## config.mk

```make
export PLATFORM = sky130hd
export DESIGN_NAME = i2cm_core
export DESIGN_NICKNAME = d
export VERILOG_FILES = /design/src/hdl/i2cm_pkg.sv /design/src/hdl/i2cm_core.sv
export SDC_FILE = /design/constraint.sdc
export NUM_CORES = 1
export LEC_CHECK = 0
export BUFFER_PORTS_ARGS = -buffer_cell sky130_fd_sc_hd__buf_2
export CORE_MARGIN = 5
export CORE_UTILIZATION = 40
export DETAILED_ROUTE_END_ITERATION = 12
export PLACE_DENSITY = 0.72
export SLEW_MARGIN = 10
export SYNTH_ARGS = -nofsm -noshare
export SYNTH_HDL_FRONTEND = slang
export SYNTH_SLANG_ARGS = --single-unit
```

## constraint.sdc

```tcl
create_clock -name i_clk_sys -period 2.85 [get_ports i_clk_sys]
set_input_delay 0.1425 -clock i_clk_sys [delete_from_list [all_inputs] [get_ports i_clk_sys]]
set_output_delay 0.1425 -clock i_clk_sys [all_outputs]
set_load 0.05 [all_outputs]
```

## src/hdl/i2cm_pkg.sv

```systemverilog
// shared constants and types for the two-wire master controller
// assumes a 32-bit AHB-Lite register bus and byte addressed registers
package i2cm_pkg;
    // register byte addresses
    localparam logic [7:0] OFF_RCV = 8'h00;
    localparam logic [7:0] OFF_TRN = 8'h04;
    localparam logic [7:0] OFF_BRG = 8'h08;
    localparam logic [7:0] OFF_CON = 8'h0C;
    localparam logic [7:0] OFF_STAT = 8'h10;
    localparam logic [7:0] OFF_ADD = 8'h14;
    localparam logic [7:0] OFF_EVT = 8'h18;
    // control fields
    localparam int CON_EN = 15;
    localparam int CON_ACCEPT_ALL = 11;
    localparam int CON_GENERAL_CALL_ENABLE = 7;
    localparam int CON_ACKDT = 5;
    localparam int CON_ACKEN = 4;
    localparam int CON_MASTER_RECEIVE_ENABLE = 3;
    localparam int CON_PEN = 2;
    localparam int CON_RSEN = 1;
    localparam int CON_SEN = 0;
    localparam logic [15:0] CON_RESET = 16'h1000;
    localparam logic [15:0] CON_REQ_MASK = 16'h001F;
    // status fields
    localparam int STAT_ACKSTAT = 15;
    localparam int STAT_MASTER_TRANSMIT_ACTIVE = 14;
    localparam int STAT_BCL = 10;
    localparam int STAT_GCSTAT = 9;
    localparam int STAT_STOP = 4;
    localparam int STAT_START = 3;
    localparam int STAT_RBF = 1;
    localparam int STAT_TBF = 0;
    // event register fields
    localparam int EVT_MASTER = 0;
    localparam int EVT_SLAVE = 1;
    localparam logic [7:0] GC_ADDR = 8'h00;
    localparam logic [3:0] LAST_TX = 4'h8;
    localparam logic [3:0] LAST_RX = 4'h7;
    localparam logic [3:0] BYTE_BITS = 4'h8;
    localparam logic [3:0] ACK_BIT = 4'h9;

    typedef enum logic [3:0] {
        ST_IDLE = 4'h0,
        ST_START = 4'h1,
        ST_WAIT = 4'h2,
        ST_RS1 = 4'h3,
        ST_RS2 = 4'h4,
        ST_RS3 = 4'h5,
        ST_SP1 = 4'h6,
        ST_SP2 = 4'h7,
        ST_SP3 = 4'h8,
        ST_LOW = 4'h9,
        ST_HIGH = 4'hA
    } i2cm_state_e;

    typedef enum logic [1:0] {
        KIND_TX = 2'h0,
        KIND_RX = 2'h1,
        KIND_ACK = 2'h2
    } i2cm_kind_e;

    // line release request, high means let the line float
    typedef struct packed {
        logic scl_rel;
        logic sda_rel;
    } i2cm_lines_s;
endpackage

```

## src/hdl/i2cm_core.sv

```systemverilog
// two-wire master engine with general call / accept-all address watch
// assumes external open-drain pads resolve o_*_oe_n, AHB-Lite single master
//
// Our own choices: the placing of the registers and register access over AHB-Lite.
`timescale 1ns/1ps
module i2cm_core (
    input wire logic i_clk_sys, // 50 MHz system clock
    input wire logic i_rstn, // async reset, active low
    input wire logic i_hsel, // ahb slave select
    input wire logic [31:0] i_haddr, // ahb address
    input wire logic [1:0] i_htrans, // ahb transfer type
    input wire logic i_hwrite, // ahb write
    input wire logic [2:0] i_hsize, // ahb size
    input wire logic [31:0] i_hwdata, // ahb write data
    input wire logic i_hready, // ahb bus ready
    output logic [31:0] o_hrdata, // ahb read data
    output logic o_hreadyout, // ahb slave ready
    output logic o_hresp, // ahb response
    input wire logic i_scl, // clock line level
    output logic o_scl_out, // clock pad drive value
    output logic o_scl_oe_n, // clock pad enable, low drives
    input wire logic i_sda, // data line level
    output logic o_sda_out, // data pad drive value
    output logic o_sda_oe_n, // data pad enable, low drives
    input wire logic i_sleep, // device sleep request
    output logic o_master_event_flag, // sticky master event
    output logic o_slave_event_flag // sticky slave event
);
    function automatic logic sticky(input logic q, input logic set, input logic clr);
        sticky = set | (q & ~clr);
    endfunction

    logic [2:0] scl_q, sda_q;
    logic sleep1_q, sleep_q;
    logic scl_s, sda_s, scl_rise, scl_fall, start_det, stop_det;
    always_ff @(posedge i_clk_sys or negedge i_rstn)
    begin
        if (!i_rstn)
        begin
            scl_q <= 3'h7;
            sda_q <= 3'h7;
            sleep1_q <= 1'b0;
            sleep_q <= 1'b0;
        end
        else
        begin
            scl_q <= {scl_q[1:0], i_scl};
            sda_q <= {sda_q[1:0], i_sda};
            sleep1_q <= i_sleep;
            sleep_q <= sleep1_q;
        end
    end
    assign scl_s = scl_q[1];
    assign sda_s = sda_q[1];
    assign scl_rise = scl_q[1] & ~scl_q[2];
    assign scl_fall = ~scl_q[1] & scl_q[2];
    assign start_det = scl_q[1] & scl_q[2] & ~sda_q[1] & sda_q[2];
    assign stop_det = scl_q[1] & scl_q[2] & sda_q[1] & ~sda_q[2];

    // bus slave, zero wait states
    logic aphase, wr_q, rd_rcv;
    logic [7:0] addr_q;
    logic [31:0] hrdata_q;
    logic [15:0] con_q, con_d;
    logic [7:0] brg_rel_q, trn_q, rcv_q, tx_sh_q, rsr_q, mon_sh_q;
    logic [9:0] add_q;
    logic wr_trn, wr_con, wr_brg, wr_add, wr_stat, wr_evt;
    logic tbf_q, rbf_q, bcl_q, gcstat_q, ackstat_q, pseen_q, sseen_q;
    logic evt_m_q, evt_s_q;
    i2cm_pkg::i2cm_state_e st_q, st_d;
    i2cm_pkg::i2cm_kind_e kind_q;
    // short local names for the package's state and kind codes
    localparam i2cm_pkg::i2cm_state_e ST_IDLE = i2cm_pkg::ST_IDLE;
    localparam i2cm_pkg::i2cm_state_e ST_START = i2cm_pkg::ST_START;
    localparam i2cm_pkg::i2cm_state_e ST_WAIT = i2cm_pkg::ST_WAIT;
    localparam i2cm_pkg::i2cm_state_e ST_RS1 = i2cm_pkg::ST_RS1;
    localparam i2cm_pkg::i2cm_state_e ST_RS2 = i2cm_pkg::ST_RS2;
    localparam i2cm_pkg::i2cm_state_e ST_RS3 = i2cm_pkg::ST_RS3;
    localparam i2cm_pkg::i2cm_state_e ST_SP1 = i2cm_pkg::ST_SP1;
    localparam i2cm_pkg::i2cm_state_e ST_SP2 = i2cm_pkg::ST_SP2;
    localparam i2cm_pkg::i2cm_state_e ST_SP3 = i2cm_pkg::ST_SP3;
    localparam i2cm_pkg::i2cm_state_e ST_LOW = i2cm_pkg::ST_LOW;
    localparam i2cm_pkg::i2cm_state_e ST_HIGH = i2cm_pkg::ST_HIGH;
    localparam i2cm_pkg::i2cm_kind_e KIND_TX = i2cm_pkg::KIND_TX;
    localparam i2cm_pkg::i2cm_kind_e KIND_RX = i2cm_pkg::KIND_RX;
    localparam i2cm_pkg::i2cm_kind_e KIND_ACK = i2cm_pkg::KIND_ACK;
    logic [3:0] cnt_q;
    logic [7:0] brg_q;
    logic brg_load, brg_zero, collide, abort, idle_ok, master_transmit_active;
    logic m_done, tx_go, rx_go, rx_done;
    logic [15:0] req_clr;
    i2cm_pkg::i2cm_lines_s want;
    logic out_bit;

    assign aphase = i_hsel & i_htrans[1] & i_hready;
    assign rd_rcv = aphase & ~i_hwrite & (i_haddr[7:0] == i2cm_pkg::OFF_RCV);
    assign wr_trn = wr_q & (addr_q == i2cm_pkg::OFF_TRN);
    assign wr_con = wr_q & (addr_q == i2cm_pkg::OFF_CON);
    assign wr_brg = wr_q & (addr_q == i2cm_pkg::OFF_BRG);
    assign wr_add = wr_q & (addr_q == i2cm_pkg::OFF_ADD);
    assign wr_stat = wr_q & (addr_q == i2cm_pkg::OFF_STAT);
    assign wr_evt = wr_q & (addr_q == i2cm_pkg::OFF_EVT);
    assign o_hreadyout = 1'b1;
    assign o_hresp = 1'b0;
    assign o_hrdata = hrdata_q;

    always_ff @(posedge i_clk_sys or negedge i_rstn)
    begin
        if (!i_rstn)
        begin
            wr_q <= 1'b0;
            addr_q <= 8'h00;
            hrdata_q <= 32'h0000_0000;
        end
        else
        begin
            wr_q <= aphase & i_hwrite & (i_haddr[31:8] == 24'h00_0000);
            addr_q <= i_haddr[7:0];
            if (aphase & ~i_hwrite)
            begin
                hrdata_q <= 32'h0000_0000;
                if (i_haddr[31:8] == 24'h00_0000)
                begin
                    case (i_haddr[7:0])
                        i2cm_pkg::OFF_RCV: hrdata_q[7:0] <= rcv_q;
                        i2cm_pkg::OFF_TRN: hrdata_q[7:0] <= trn_q;
                        i2cm_pkg::OFF_BRG: hrdata_q[7:0] <= brg_rel_q;
                        i2cm_pkg::OFF_CON: hrdata_q[15:0] <= con_q;
                        i2cm_pkg::OFF_STAT: hrdata_q[15:0] <= {ackstat_q, master_transmit_active, 3'h0, bcl_q, gcstat_q,
                                                               4'h0, pseen_q, sseen_q, 1'b0, rbf_q, tbf_q};
                        i2cm_pkg::OFF_ADD: hrdata_q[9:0] <= add_q;
                        i2cm_pkg::OFF_EVT: hrdata_q[1:0] <= {evt_s_q, evt_m_q};
                        default: hrdata_q <= 32'h0000_0000;
                    endcase
                end
            end
        end
    end

    always_ff @(posedge i_clk_sys or negedge i_rstn)
    begin
        if (!i_rstn)
        begin
            brg_rel_q <= 8'h00;
            add_q <= 10'h000;
            trn_q <= 8'hFF;
        end
        else
        begin
            if (wr_brg)
                brg_rel_q <= i_hwdata[7:0];
            if (wr_add)
                add_q <= i_hwdata[9:0];
            if (wr_trn)
                trn_q <= i_hwdata[7:0];
        end
    end

    // control: software set of a request wins over the hardware clear
    always_comb
    begin
        con_d = con_q & ~req_clr;
        if (wr_con)
        begin
            con_d = i_hwdata[15:0];
            if (!idle_ok && !con_q[i2cm_pkg::CON_MASTER_RECEIVE_ENABLE])
                con_d[i2cm_pkg::CON_MASTER_RECEIVE_ENABLE] = 1'b0;
        end
    end
    always_ff @(posedge i_clk_sys or negedge i_rstn)
    begin
        if (!i_rstn)
            con_q <= i2cm_pkg::CON_RESET;
        else
            con_q <= con_d;
    end

    // baud counter; halts at zero until next load
    assign brg_zero = (brg_q == 8'h00);
    always_ff @(posedge i_clk_sys or negedge i_rstn)
    begin
        if (!i_rstn)
            brg_q <= 8'h00;
        else if (brg_load)
            brg_q <= brg_rel_q;
        else if (!brg_zero)
            brg_q <= brg_q - 8'h01;
    end

    assign abort = sleep_q | ~con_q[i2cm_pkg::CON_EN];
    assign idle_ok = (st_q == ST_IDLE) | (st_q == ST_WAIT);
    assign master_transmit_active = (st_q == ST_LOW || st_q == ST_HIGH) && kind_q == KIND_TX;
    assign tx_go = idle_ok & tbf_q & ~con_q[i2cm_pkg::CON_SEN];
    assign rx_go = (st_q == ST_WAIT) & con_q[i2cm_pkg::CON_MASTER_RECEIVE_ENABLE];

    // bit value the master wants on the data line in bit states
    always_comb
    begin
        case (kind_q)
            KIND_TX: out_bit = (cnt_q == i2cm_pkg::LAST_TX) | tx_sh_q[7];
            KIND_ACK: out_bit = con_q[i2cm_pkg::CON_ACKDT];
            default: out_bit = 1'b1;
        endcase
    end

    // released data read low while clock high means another master won
    always_comb
    begin
        collide = 1'b0;
        if (scl_s && !sda_s)
        begin
            // receive bits and the slave's ack slot are listened to, not driven
            if (st_q == ST_HIGH && out_bit && !scl_rise && kind_q != KIND_RX &&
                !(kind_q == KIND_TX && cnt_q == i2cm_pkg::LAST_TX))
                collide = 1'b1;
            // stop checked only once the released level has crossed the synchroniser
            if (st_q == ST_RS2 || (st_q == ST_SP3 && brg_zero))
                collide = 1'b1;
        end
    end

    always_comb
    begin
        st_d = st_q;
        brg_load = 1'b0;
        m_done = 1'b0;
        rx_done = 1'b0;
        req_clr = 16'h0000;
        want.scl_rel = 1'b1;
        want.sda_rel = 1'b1;
        case (st_q)
            ST_IDLE:
            begin
                brg_load = 1'b1;
                if (con_q[i2cm_pkg::CON_SEN])
                    st_d = ST_START;
                else if (tx_go)
                    st_d = ST_LOW;
            end
            ST_START:
            begin
                want.sda_rel = 1'b0;
                if (brg_zero)
                begin
                    st_d = ST_WAIT;
                    m_done = 1'b1;
                    req_clr[i2cm_pkg::CON_SEN] = 1'b1;
                    brg_load = 1'b1;
                end
            end
            ST_WAIT:
            begin
                // clock held low, data kept as it was
                want.scl_rel = 1'b0;
                want.sda_rel = o_sda_oe_n;
                brg_load = 1'b1;
                if (con_q[i2cm_pkg::CON_RSEN])
                    st_d = ST_RS1;
                else if (con_q[i2cm_pkg::CON_PEN])
                    st_d = ST_SP1;
                else if (tx_go)
                    st_d = ST_LOW;
                else if (rx_go || con_q[i2cm_pkg::CON_ACKEN])
                    st_d = ST_LOW;
            end
            ST_RS1, ST_SP1:
            begin
                want.scl_rel = 1'b0;
                want.sda_rel = (st_q == ST_RS1);
                if (brg_zero)
                begin
                    st_d = (st_q == ST_RS1) ? ST_RS2 : ST_SP2;
                    brg_load = 1'b1;
                end
            end
            ST_RS2, ST_SP2, ST_HIGH:
            begin
                // stop releases data on the same edge that leaves this phase
                want.sda_rel = (st_q == ST_SP2) ? (brg_zero & scl_s) : ((st_q == ST_RS2) | out_bit);
                brg_load = ~scl_s;
                if (brg_zero && scl_s)
                begin
                    brg_load = 1'b1;
                    if (st_q == ST_RS2)
                        st_d = ST_RS3;
                    else if (st_q == ST_SP2)
                        st_d = ST_SP3;
                    else if (cnt_q == ((kind_q == KIND_TX) ? i2cm_pkg::LAST_TX :
                                       (kind_q == KIND_RX) ? i2cm_pkg::LAST_RX : 4'h0))
                    begin
                        st_d = ST_WAIT;
                        m_done = 1'b1;
                        rx_done = (kind_q == KIND_RX);
                        req_clr[i2cm_pkg::CON_MASTER_RECEIVE_ENABLE] = (kind_q == KIND_RX);
                        req_clr[i2cm_pkg::CON_ACKEN] = (kind_q == KIND_ACK);
                    end
                    else
                        st_d = ST_LOW;
                end
            end
            ST_RS3:
            begin
                // restart ends with clock pulled low: bus stays ours
                want.sda_rel = 1'b0;
                if (brg_zero)
                begin
                    st_d = ST_WAIT;
                    m_done = 1'b1;
                    req_clr[i2cm_pkg::CON_RSEN] = 1'b1;
                    brg_load = 1'b1;
                end
            end
            ST_SP3:
            begin
                if (brg_zero)
                begin
                    st_d = ST_IDLE;
                    m_done = 1'b1;
                    req_clr[i2cm_pkg::CON_PEN] = 1'b1;
                end
            end
            ST_LOW:
            begin
                want.scl_rel = 1'b0;
                want.sda_rel = out_bit;
                if (brg_zero)
                begin
                    st_d = ST_HIGH;
                    brg_load = 1'b1;
                end
            end
            default:
                st_d = ST_IDLE;
        endcase
        if (collide || abort)
        begin
            st_d = ST_IDLE;
            req_clr = i2cm_pkg::CON_REQ_MASK;
            want.scl_rel = 1'b1;
            want.sda_rel = 1'b1;
            brg_load = 1'b1;
        end
    end

    // clock pad follows next state; data pad trails by a cycle so it moves after the fall
    always_ff @(posedge i_clk_sys or negedge i_rstn)
    begin
        if (!i_rstn)
        begin
            st_q <= ST_IDLE;
            o_scl_oe_n <= 1'b1;
            o_sda_oe_n <= 1'b1;
        end
        else
        begin
            st_q <= st_d;
            o_scl_oe_n <= (st_d == ST_IDLE) | ((st_d == st_q) ? want.scl_rel : (st_d != ST_LOW &&
                          st_d != ST_WAIT && st_d != ST_RS1 && st_d != ST_SP1));
            o_sda_oe_n <= want.sda_rel;
        end
    end
    assign o_scl_out = 1'b0;
    assign o_sda_out = 1'b0;

    // bit engine: kind, count and shift registers
    always_ff @(posedge i_clk_sys or negedge i_rstn)
    begin
        if (!i_rstn)
        begin
            kind_q <= KIND_TX;
            cnt_q <= 4'h0;
            tx_sh_q <= 8'h00;
            rsr_q <= 8'h00;
            ackstat_q <= 1'b0;
        end
        else if (idle_ok && st_d == ST_LOW)
        begin
            cnt_q <= 4'h0;
            // whole byte reloaded, so a retry after collision starts at bit 7
            tx_sh_q <= trn_q;
            kind_q <= tx_go ? KIND_TX : (rx_go ? KIND_RX : KIND_ACK);
        end
        else if (st_q == ST_HIGH)
        begin
            if (scl_rise && kind_q == KIND_RX)
                rsr_q <= {rsr_q[6:0], sda_s};
            if (scl_rise && kind_q == KIND_TX && cnt_q == i2cm_pkg::LAST_TX)
                ackstat_q <= sda_s;
            if (st_d == ST_LOW)
            begin
                cnt_q <= cnt_q + 4'h1;
                tx_sh_q <= {tx_sh_q[6:0], 1'b0};
            end
        end
    end

    // bus watcher: address byte after every start
    logic mon_on_q, gc_hit_q, own_hit_q, gc_now, own_now;
    logic [3:0] mon_cnt_q;
    logic [7:0] mon_byte;
    assign mon_byte = {mon_sh_q[6:0], sda_s};
    assign gc_now = scl_rise & mon_on_q & (mon_cnt_q == 4'h7) & con_q[i2cm_pkg::CON_GENERAL_CALL_ENABLE] &
                    (mon_byte == i2cm_pkg::GC_ADDR);
    assign own_now = con_q[i2cm_pkg::CON_ACCEPT_ALL] | (mon_byte[7:1] == add_q[6:0]);
    always_ff @(posedge i_clk_sys or negedge i_rstn)
    begin
        if (!i_rstn)
        begin
            mon_on_q <= 1'b0;
            mon_cnt_q <= 4'h0;
            mon_sh_q <= 8'h00;
            gc_hit_q <= 1'b0;
            own_hit_q <= 1'b0;
        end
        else if (start_det || sleep_q)
        begin
            mon_on_q <= ~sleep_q;
            mon_cnt_q <= 4'h0;
            gc_hit_q <= 1'b0;
            own_hit_q <= 1'b0;
        end
        else if (stop_det || (scl_fall && mon_cnt_q == i2cm_pkg::ACK_BIT))
            mon_on_q <= 1'b0;
        else if (mon_on_q && scl_rise && mon_cnt_q < i2cm_pkg::ACK_BIT)
        begin
            mon_cnt_q <= mon_cnt_q + 4'h1;
            if (mon_cnt_q < i2cm_pkg::BYTE_BITS)
                mon_sh_q <= mon_byte;
            if (mon_cnt_q == 4'h7)
            begin
                gc_hit_q <= gc_now;
                own_hit_q <= own_now;
            end
        end
    end

    logic ninth_fall;
    assign ninth_fall = mon_on_q & scl_fall & (mon_cnt_q == i2cm_pkg::ACK_BIT);

    // flags and receive buffer
    always_ff @(posedge i_clk_sys or negedge i_rstn)
    begin
        if (!i_rstn)
        begin
            rcv_q <= 8'h00;
            rbf_q <= 1'b0;
            tbf_q <= 1'b0;
            bcl_q <= 1'b0;
            gcstat_q <= 1'b0;
            pseen_q <= 1'b0;
            sseen_q <= 1'b0;
            evt_m_q <= 1'b0;
            evt_s_q <= 1'b0;
        end
        else
        begin
            if (gc_now)
                rcv_q <= mon_byte;
            else if (rx_done)
                rcv_q <= rsr_q;
            rbf_q <= sticky(rbf_q, gc_now | rx_done, rd_rcv);
            tbf_q <= sticky(tbf_q & ~(collide | abort) & ~(m_done & kind_q == KIND_TX & st_q == ST_HIGH),
                            wr_trn, 1'b0);
            bcl_q <= sticky(bcl_q, collide, wr_stat & ~i_hwdata[i2cm_pkg::STAT_BCL]);
            gcstat_q <= sticky(gcstat_q, gc_now, start_det);
            pseen_q <= sticky(pseen_q, stop_det, start_det);
            sseen_q <= sticky(sseen_q, start_det, stop_det);
            evt_m_q <= sticky(evt_m_q, m_done | collide | stop_det | (ninth_fall & gc_hit_q),
                              wr_evt & i_hwdata[i2cm_pkg::EVT_MASTER]);
            evt_s_q <= sticky(evt_s_q, ninth_fall & own_hit_q,
                              wr_evt & i_hwdata[i2cm_pkg::EVT_SLAVE]);
        end
    end
    assign o_master_event_flag = evt_m_q;
    assign o_slave_event_flag = evt_s_q;
endmodule

```

# Yosys cells after proc, flatten, opt, wreduce, memory -nomap -nowiden
# Cells that the tools add are included.
totals:
  elab_cells: 304
  reg_bits: 158
  out_inout_bits: 40
classes:
  n_reduce_logical: 57
  n_addsub: 3
  mux: 83
  magnitude_cmp: 2
  n_eq_ne: 39
  bitwise: 86
ops:
  columns: ["operator", "n"]
  rows:
  - ["$mux 4", 22]
  - ["$mux 8", 7]
  - ["$eq 8x5->1 const B", 6]
  - ["$and 1x1->1", 45]
  - ["$pmux 6 s6", 1]
  - ["$eq 8x4->1 const B", 4]
  - ["$mux 1", 32]
  - ["$mux 16", 2]
  - ["$pmux 4 s7", 1]
  - ["$eq 4x4->1 const B", 6]
  - ["$logic_not 24->1", 1]
  - ["$logic_not 8->1", 3]
  - ["$eq 4x3->1 const B", 5]
  - ["$logic_and 1x1->1", 20]
  - ["$not 1->1", 20]
  - ["$or 1x1->1", 19]
  - ["$mux 2", 9]
  - ["$and 16x16->16", 1]
  - ["$eq 8x3->1 const B", 2]
  - ["$not 16->16", 1]
  - ["$pmux 2 s7", 1]
  - ["$pmux 6 s2", 1]
  - ["$reduce_bool 2->1", 6]
  - ["$reduce_and 3->1", 3]
  - ["30 further kinds", 52]

# Depth between registers and ports, before layout
# Gate-level depths: netlist of the first run.
logic_depth:
  word_depth: 18
  mapped_depth: 11
  depth_no_buf: 8

# Worst setup path after synthesis of the first run
# OpenSTA, ideal clock, no wires.
synth_timing:
  kind: "reg2reg"
  from: "register brg_q[0]"
  to: "register tx_sh_q[1]"
  t_arrival_ps: 2322
  path_buffers: 2
  t_required_ps: 2711
  setup_time_ps: 139
  slack_ps: 388
  stages_incl_launch_ff: 11
  cell_sequence: "dfrtp_1 inv_1 ha_1 or3b_2 buf_2 o211ai_1 nand4_2 a311oi_4 nor3b_2 buf_6 a2bb2oi_1"
synth_via:
  elab_chain_cells: 11
  elab_cells_between_ends: 20
  classes_between: "eq/ne: 1; mux: 10; reduce/logical: 9"
synth_lines:
  columns: ["element", "line_no", "rtl"]
  rows:
  - ["start: declaration", "i2cm_core.sv:88", "logic [7:0] brg_q;"]
  - ["start signal: assignment", "i2cm_core.sv:185", "brg_q <= brg_rel_q;"]
  - ["start signal: assignment", "i2cm_core.sv:187", "brg_q <= brg_q - 8'h01;"]
  - ["$logic_not 8->1 *", "i2cm_core.sv:179", "assign brg_zero = (brg_q == 8'h00);"]
  - ["$logic_and 1x1->1", "i2cm_core.sv:217", "if (st_q == ST_RS2 || (st_q == ST_SP3 && brg_zero))"]
  - ["$logic_or 1x1->1", "i2cm_core.sv:217", null]
  - ["$mux 1", "i2cm_core.sv:217", null]
  - ["$mux 1", "i2cm_core.sv:210", "if (scl_s && !sda_s)"]
  - ["$logic_or 1x1->1", "i2cm_core.sv:335", "if (collide || abort)"]
  - ["$mux 4 *", "i2cm_core.sv:335", null]
  - ["$eq 4x4->1 *", "i2cm_core.sv:376, i2cm_core.sv:389", null]
  - ["$logic_and 1x1->1", "i2cm_core.sv:376", "else if (idle_ok && st_d == ST_LOW)"]
  - ["$reduce_bool 2->1 (no source line)", null, null]
  - ["$reduce_and 2->1 (no source line)", null, null]
  - ["end signal: assignment", "i2cm_core.sv:380", "tx_sh_q <= trn_q;"]
  - ["end signal: assignment", "i2cm_core.sv:392", "tx_sh_q <= {tx_sh_q[6:0], 1'b0};"]
  - ["end: declaration", "i2cm_core.sv:65", "logic [7:0] brg_rel_q, trn_q, rcv_q, tx_sh_q, rsr_q, mon_sh_q;"]
# Mark *: on every way between the ends. The rest lies on a longest branch, timed or not.
# A chain may end at the register's enable or synchronous reset.

# Worst setup path after layout of the first run
layout_timing:
  from: "register brg_q[0]"
  to: "register tx_sh_q[4]"
# The elaborated chain is that of the path after synthesis.

==> reports/metrics.cfg, run 1 <==
[worst_setup_path]
rr_worst_depth=10
crit_fanout=9
required_ns=3.19
worst_ep_arrival_time_ns=3.06
reg2reg_to=tx_sh_q[4]
endpoint_kind=flop
cp-start-kind=flop
startpoint=brg_q[0]
path_class=reg -> reg
r2r_slack_ns=0.13
r2r-start=brg_q[0]

[detailed_routing]
ant_nets=0
avgViaCountPerCell=5.61
wl_per_cell_um=18.5
routed_wl_um=18800
drtIter0Drc=460
detail_route.first_pass.iterations=5
num_vias=5685
drcViolationCount=0

[grt]
grt_pass1_wl_um=29700
grtUsageMet3_pct=3.34
antenna_found_initial=0
grt_max_degree=63
grt_pass1_vias=5391
grt_util_met2_pct=28.1
busiest_layer=met2
gr-usage-met1_pct=25.9
grt_use_total_pct=18.3
overflow=0

[logic_synthesis]
synthTopCellsByArea=dfrtp_1 (43%), mux2_2 (8.5%), dfstp_2 (6.2%)
yosys.cell_count.top_type=dfrtp_1
synth-seq-area-share_pct=49.3
synth_area_um2=7250
synth-main-ff-cell=dfrtp_1
ys_types=85
synth_enable_flop_cells=0
ys_ff_latch=142
async_flop_share_pct=100
netlist_instances=656
yosysWarningCount=0
yosysTopAreaCellShare_pct=43.1
ys_top_cells_by_count=dfrtp_1 (125), mux2_2 (55), nor2_1 (50)
avgSynthCellArea_um2=11.1
yosysTopAreaCell=dfrtp_1

[sta]
fin_setup_tns_ns=0
fin_crit_ns=2.72
min_period_over_period_pct=95.4
hold_viol_final=0
layout_setup_ws_ns=0.131
final.setup_skew_ns=0.00913
slew_headroom_pct=39.6
finalSetupViolations=0
worst_pin_slew_ns=0.899
rsz0062_at_grt=false
fmax_ghz=0.368
slew_viol_final=0

[clocking]
clk_latency_ns=0.43
htreeDepth=4
cts.clk_slew.worst_paths_ns=0.06
numClockSinks=142
cts_buffer_depth=2
cts_tree=yes
cts_buffers=17
root_buffer=clkbuf_16

[cells_and_area]
drive_above_1_share_pct=31.3
seq_area_um2=3570
syn_to_final_growth_pct=20.6
nFillCells=1623
layout.nets=853
multiInputGateArea_um2=3390
final_area_um2=8740

[hold_path]
hold_depth=3
worstHoldStart=i_hwdata[4]
min_path_type=in -> reg
holdPathEnd=con_q[4]

[pwr]
p_leak_uw=0.00397
power_uw=4500
peakVddDrop_mv=0.296
p_per_area_nw_per_um2=515

[place]
dp_hpwl_um=13300
port_buffers=76
pre_cts_ws_ns=0.126
placed_area_um2=7920
place_congestion=0.872

[floorplanning]
core_um2=17900
die_area_um2=20900
io-pin-count=117
die_x_um=145
fp.dieH_um=145
initial_core_util_pct=40.5
row_count=49

[job]
maxCapViolations=0

[status]
status=completed

-- power breakdown --
group	total [uW]	switching [uW]	leakage (uW)	internal, uW
logic	264	167	0.00185	97.1
clock network	2150	866	0.000262	1290
registers	2090	35.3	0.00185	2050
-- cells in the final DEF (no fill, tap or decap), types with 6 or more instances in the layout --
cell	netlist	routed
inv_1	15	15
xnor2_1	7	7
a2bb2oi_1	7	7
mux2_4	7	7
a22oi_1	16	16
o22ai_1	12	12
nand2b_1	16	16
buf_4	20	28
conb_1	2	20
dlygate4sd3_1	0	24
dfstp_2	17	17
o21ai_0	20	20
nor3b_1	6	6
ha_1	6	6
nor4_1	11	11
nand2_1	40	40
buf_2	5	75
nand3_1	16	16
a21oi_1	15	15
mux2i_1	16	16
nor2_1	50	50
nor3_1	17	17
clkbuf_16	0	17
dfrtp_1	125	125
o31ai_1	8	7
clkinvlp_4	0	6
a22o_1	8	8
mux2_2	55	55
-- registers in the layout, indices dropped and copies added (netlist names), 2 cells and up --
name       count
con_q         16
o_hrdata      16
add_q         10
addr_q         8
brg_q          8
brg_rel_q      8
rcv_q          8
rsr_q          8
trn_q          8
tx_sh_q        8
mon_sh_q       7
cnt_q          4
mon_cnt_q      4
st_q           4
scl_q          3
sda_q          3
kind_q         2
-- metal layers --
| layer | wire, um | part of all wire [%] |
|---|---|---|
| met2 | 9010 | 48 |
| met4 | 430 | 2.3 |
| met5 | 0 | 0 |
| met1 | 8480 | 45 |
| met3 | 860 | 4.6 |
-- logic make-up after synthesis --
| group | count (synthesis) | share of synthesized area [%] |
|---|---|---|
| adder cells (fa/ha/maj) | 6 | 1.04 |
| flip-flops | 142 | 49.3 |
| other | 2 | 0.104 |
| AND/OR/NAND/NOR | 209 | 16.3 |
| buffers and inverters | 68 | 5.07 |
| multiplexers | 78 | 12.2 |
| AO/OA/AOI/OAI | 139 | 14.6 |
| XOR/XNOR | 12 | 1.45 |
-- area by class of cell --
| cell class | count | share of cell area [%] |
|---|---|---|
| sequential | 142 | 40.9 |
| multi-input combinational | 464 | 38.8 |
| timing repair buffer | 129 | 9.80 |
| clock buffer | 19 | 4.95 |
| tap | 229 | 3.28 |
| clock inverter | 13 | 1.62 |
| inverter | 16 | 0.687 |
| antenna | 1 | 0.0286 |
-- critical path, cell delays in order (launching register included) --
cell       delay (ns)
dfrtp_1          0.41
inv_1            0.07
ha_1             0.20
or3b_2           0.59
o31ai_2          0.35
a221o_2          0.24
buf_4            0.16
a21o_1           0.23
nor3_2           0.08
buf_4            0.17
a2bb2oi_1        0.14
-- repair_timing --
item,4_1_cts,5_1_grt
gates resized for setup,0,1
buffers inserted,0,0
hold endpoints to repair,79,0
hold buffers,24,0
endpoints found under the setup margin,0,14
-- how the worst max path moves through the flow --
stage	cells past startpoint	to	slack, ns
5_1_grt	10	tx_sh_q[0]	0.05
6_report	10	tx_sh_q[4]	0.13
3_5_place_dp	8	brg_q[0]	0.13
3_3_place_gp	8	brg_q[5]	0.21
2_1_floorplan	10	tx_sh_q[1]	0.39
4_1_cts	8	brg_q[0]	0.11
-- per-stage QoR --
stage / util [%] / hold WS, ns / instances
after global placement: 44.2 / 0.168 / 956
final: 48.8 / 0.0177 / 1013
after floorplan: - / -0.153 / 674
after CTS: 48.8 / 0.00114 / 1012
after detailed placement: 44.2 / 0.170 / 956
after global routing: 48.8 / 0.0220 / 1012
(Power assumes the default switching activity.)
==> run 2, diff against run 1 <==
- BUFFER_PORTS_ARGS: -buffer_cell sky130_fd_sc_hd__buf_2 -> -buffer_cell sky130_fd_sc_hd__buf_4
- CTS_CLUSTER_SIZE: unset -> 12
==> reports/metrics.cfg, run 2 (same netlist as run 1, synthesis figures left out) <==
[detailed_routing]
wl_per_cell_um=18.4  ; -0.78%
avgViaCountPerCell=5.54  ; -1.3%
drtIter0Drc=748  ; +63%
met1_length_um=8390  ; -1.0%
detail_route.first_pass.iterations=6  ; +1
drcViolationCount=0  ; unchanged
met3_length_um=988  ; +15%
wl_met2_um=9080  ; +0.79%
num_vias=5661  ; -0.42%
ant_nets=0  ; unchanged
dr.max_layer_used=met4
routed_wl_um=18800  ; +0.11%

[worst_setup_path]
worst_ep_arrival_time_ns=2.99  ; -0.07 ns
endpoint_kind=flop
startpoint=brg_q[0]
reg2reg_to=tx_sh_q[3]
path_class=reg -> reg
required_ns=3.19  ; about the same
r2r-start=brg_q[0]
rr_worst_depth=10  ; unchanged
r2r_slack_ns=0.21  ; +0.08 ns
crit_fanout=9  ; unchanged
cp-start-kind=flop

[floorplanning]
row_count=49  ; unchanged
io-pin-count=117  ; unchanged
die_x_um=145  ; unchanged
core_um2=17900  ; unchanged
die_area_um2=20900  ; unchanged
initial_core_util_pct=40.5  ; unchanged
fp.dieH_um=145  ; unchanged

[job]
maxCapViolations=0  ; unchanged

[status]
status=completed

[cells_and_area]
layout.nets=863  ; +1.2%
final_common_cell=dfrtp_1
utilization_pct=50.4  ; +1.6 points
nFillCells=1545  ; -4.8%
final_area_um2=9020  ; +3.2%
layout_common_cells=dfrtp_1 (125), buf_4 (108), mux2_2 (55), nor2_1 (50), nand2_1 (40)
syn_to_final_growth_pct=24.4
drive_above_1_share_pct=31.3  ; about the same
diodes=0  ; -1

[place]
dp_hpwl_um=13400  ; +1.0%
place_congestion=0.869  ; -0.37%
placed_area_um2=8120  ; +2.5%
port_buffers=76  ; unchanged

[grt]
grt_pass1_vias=5415  ; +0.45%
grt_use_total_pct=18.4  ; +0.098 points
antenna_found_initial=0  ; unchanged
grt_pass1_wl_um=29500  ; -0.51%
overflow=0  ; unchanged
grt_max_degree=70  ; +11%

[clocking]
cts_buffers=17  ; unchanged
root_buffer=clkbuf_16
cts_buffer_depth=2  ; unchanged
clk_latency_ns=0.43  ; about the same
cts_tree=yes
htreeDepth=4  ; unchanged
numClockSinks=142  ; unchanged
cts.clk_slew.worst_paths_ns=0.06  ; about the same

[sta]
fin_crit_ns=2.64  ; -0.0779 ns
rsz0062_at_grt=false
fin_setup_tns_ns=0  ; unchanged
final.setup_skew_ns=0.00865  ; -0.000477 ns
worst_pin_slew_ns=0.900  ; +0.000839 ns
hold_viol_final=0  ; unchanged
fmax_ghz=0.379  ; +2.9%
slew_headroom_pct=39.6  ; -0.056 points
slew_viol_final=0  ; unchanged
min_period_over_period_pct=92.7  ; -2.7 points
finalSetupViolations=0  ; unchanged

[pwr]
power_uw=4630  ; +2.7%
p_per_area_nw_per_um2=513  ; -0.46%
p_leak_uw=0.00408  ; +2.8%
peakVddDrop_mv=0.384  ; +30%

[hold_path]
min_path_type=in -> reg
hold_depth=4  ; +1
holdPathEnd=o_hrdata[10]
worstHoldStart=i_haddr[15]

-- run 2: changes by cell type in the layout (fill, tap and decap cells not counted), moves of 2 or more --
cell           delta
dlygate4sd3_1     +6
clkinvlp_4        -3
buf_4            +80
buf_2            -75
clkinv_2          +2
-- run 2: timing repair --
action                                 4_1_cts  5_1_grt
endpoints found under the hold margin      105        0
setup endpoints to repair                    0        6
gates resized for setup                      0        1
hold buffers                                30        0
setup buffers                                0        1
-- run 2: metrics by stage --
step | instances | hold WS (ns) | setup WS (ns)
2_1_floorplan | 674 | -0.153 | 0.388
5_1_grt | 1022 | 0.164 | 0.0448
3_3_place_gp | 959 | 0.180 | 0.201
6_report | 1022 | 0.145 | 0.209
3_5_place_dp | 959 | 0.180 | 0.151
4_1_cts | 1021 | 0.142 | 0.141
-- run 2: cell type report --
cell class,instances,area [um^2],share of cell area [%]
Tap cell,229,287,3.18
Clock inverter,11,141,1.57
Clock buffer,21,450,4.99
Inverter,16,60.1,0.666
Multi-Input combinational cell,464,3390,37.5
Timing Repair Buffer,139,1120,12.4
Sequential cell,142,3570,39.6
-- run 2: metal layers --
metal | up-vias | global-route usage (%)
met4 | 0 | 5.99
met2 | 154 | 28.3
li1 | 2655 | -
met1 | 2825 | 26.0
met3 | 27 | 3.80
met5 | - | 0
-- run 2: worst max-delay path by stage --
| stage | endpoint | slack (ns) | depth (start not counted) |
|---|---|---|---|
| global placement | brg_q[5] | 0.20 | 8 |
| CTS | tx_sh_q[6] | 0.14 | 10 |
| global route | tx_sh_q[6] | 0.04 | 10 |
| detailed placement | tx_sh_q[3] | 0.15 | 10 |
| finish | tx_sh_q[3] | 0.21 | 10 |
| floorplan | tx_sh_q[1] | 0.39 | 10 |
-- run 2: critical path: stages (launching register included) --
cell and delay (ns):
dfrtp_1 0.40, inv_1 0.07, ha_1 0.18, or3b_2 0.59, o2111ai_2 0.26, nand4_2 0.15
a311oi_4 0.36, buf_4 0.21, nor3_2 0.04, buf_4 0.16, a2bb2oi_1 0.14
-- run 2: report_power, final --
part | total [uW] | leakage, uW | switching, uW | internal [uW]
combinational | 294 | 0.00194 | 171 | 123
sequential | 2090 | 0.00185 | 35.0 | 2050
clock | 2250 | 0.000283 | 853 | 1390
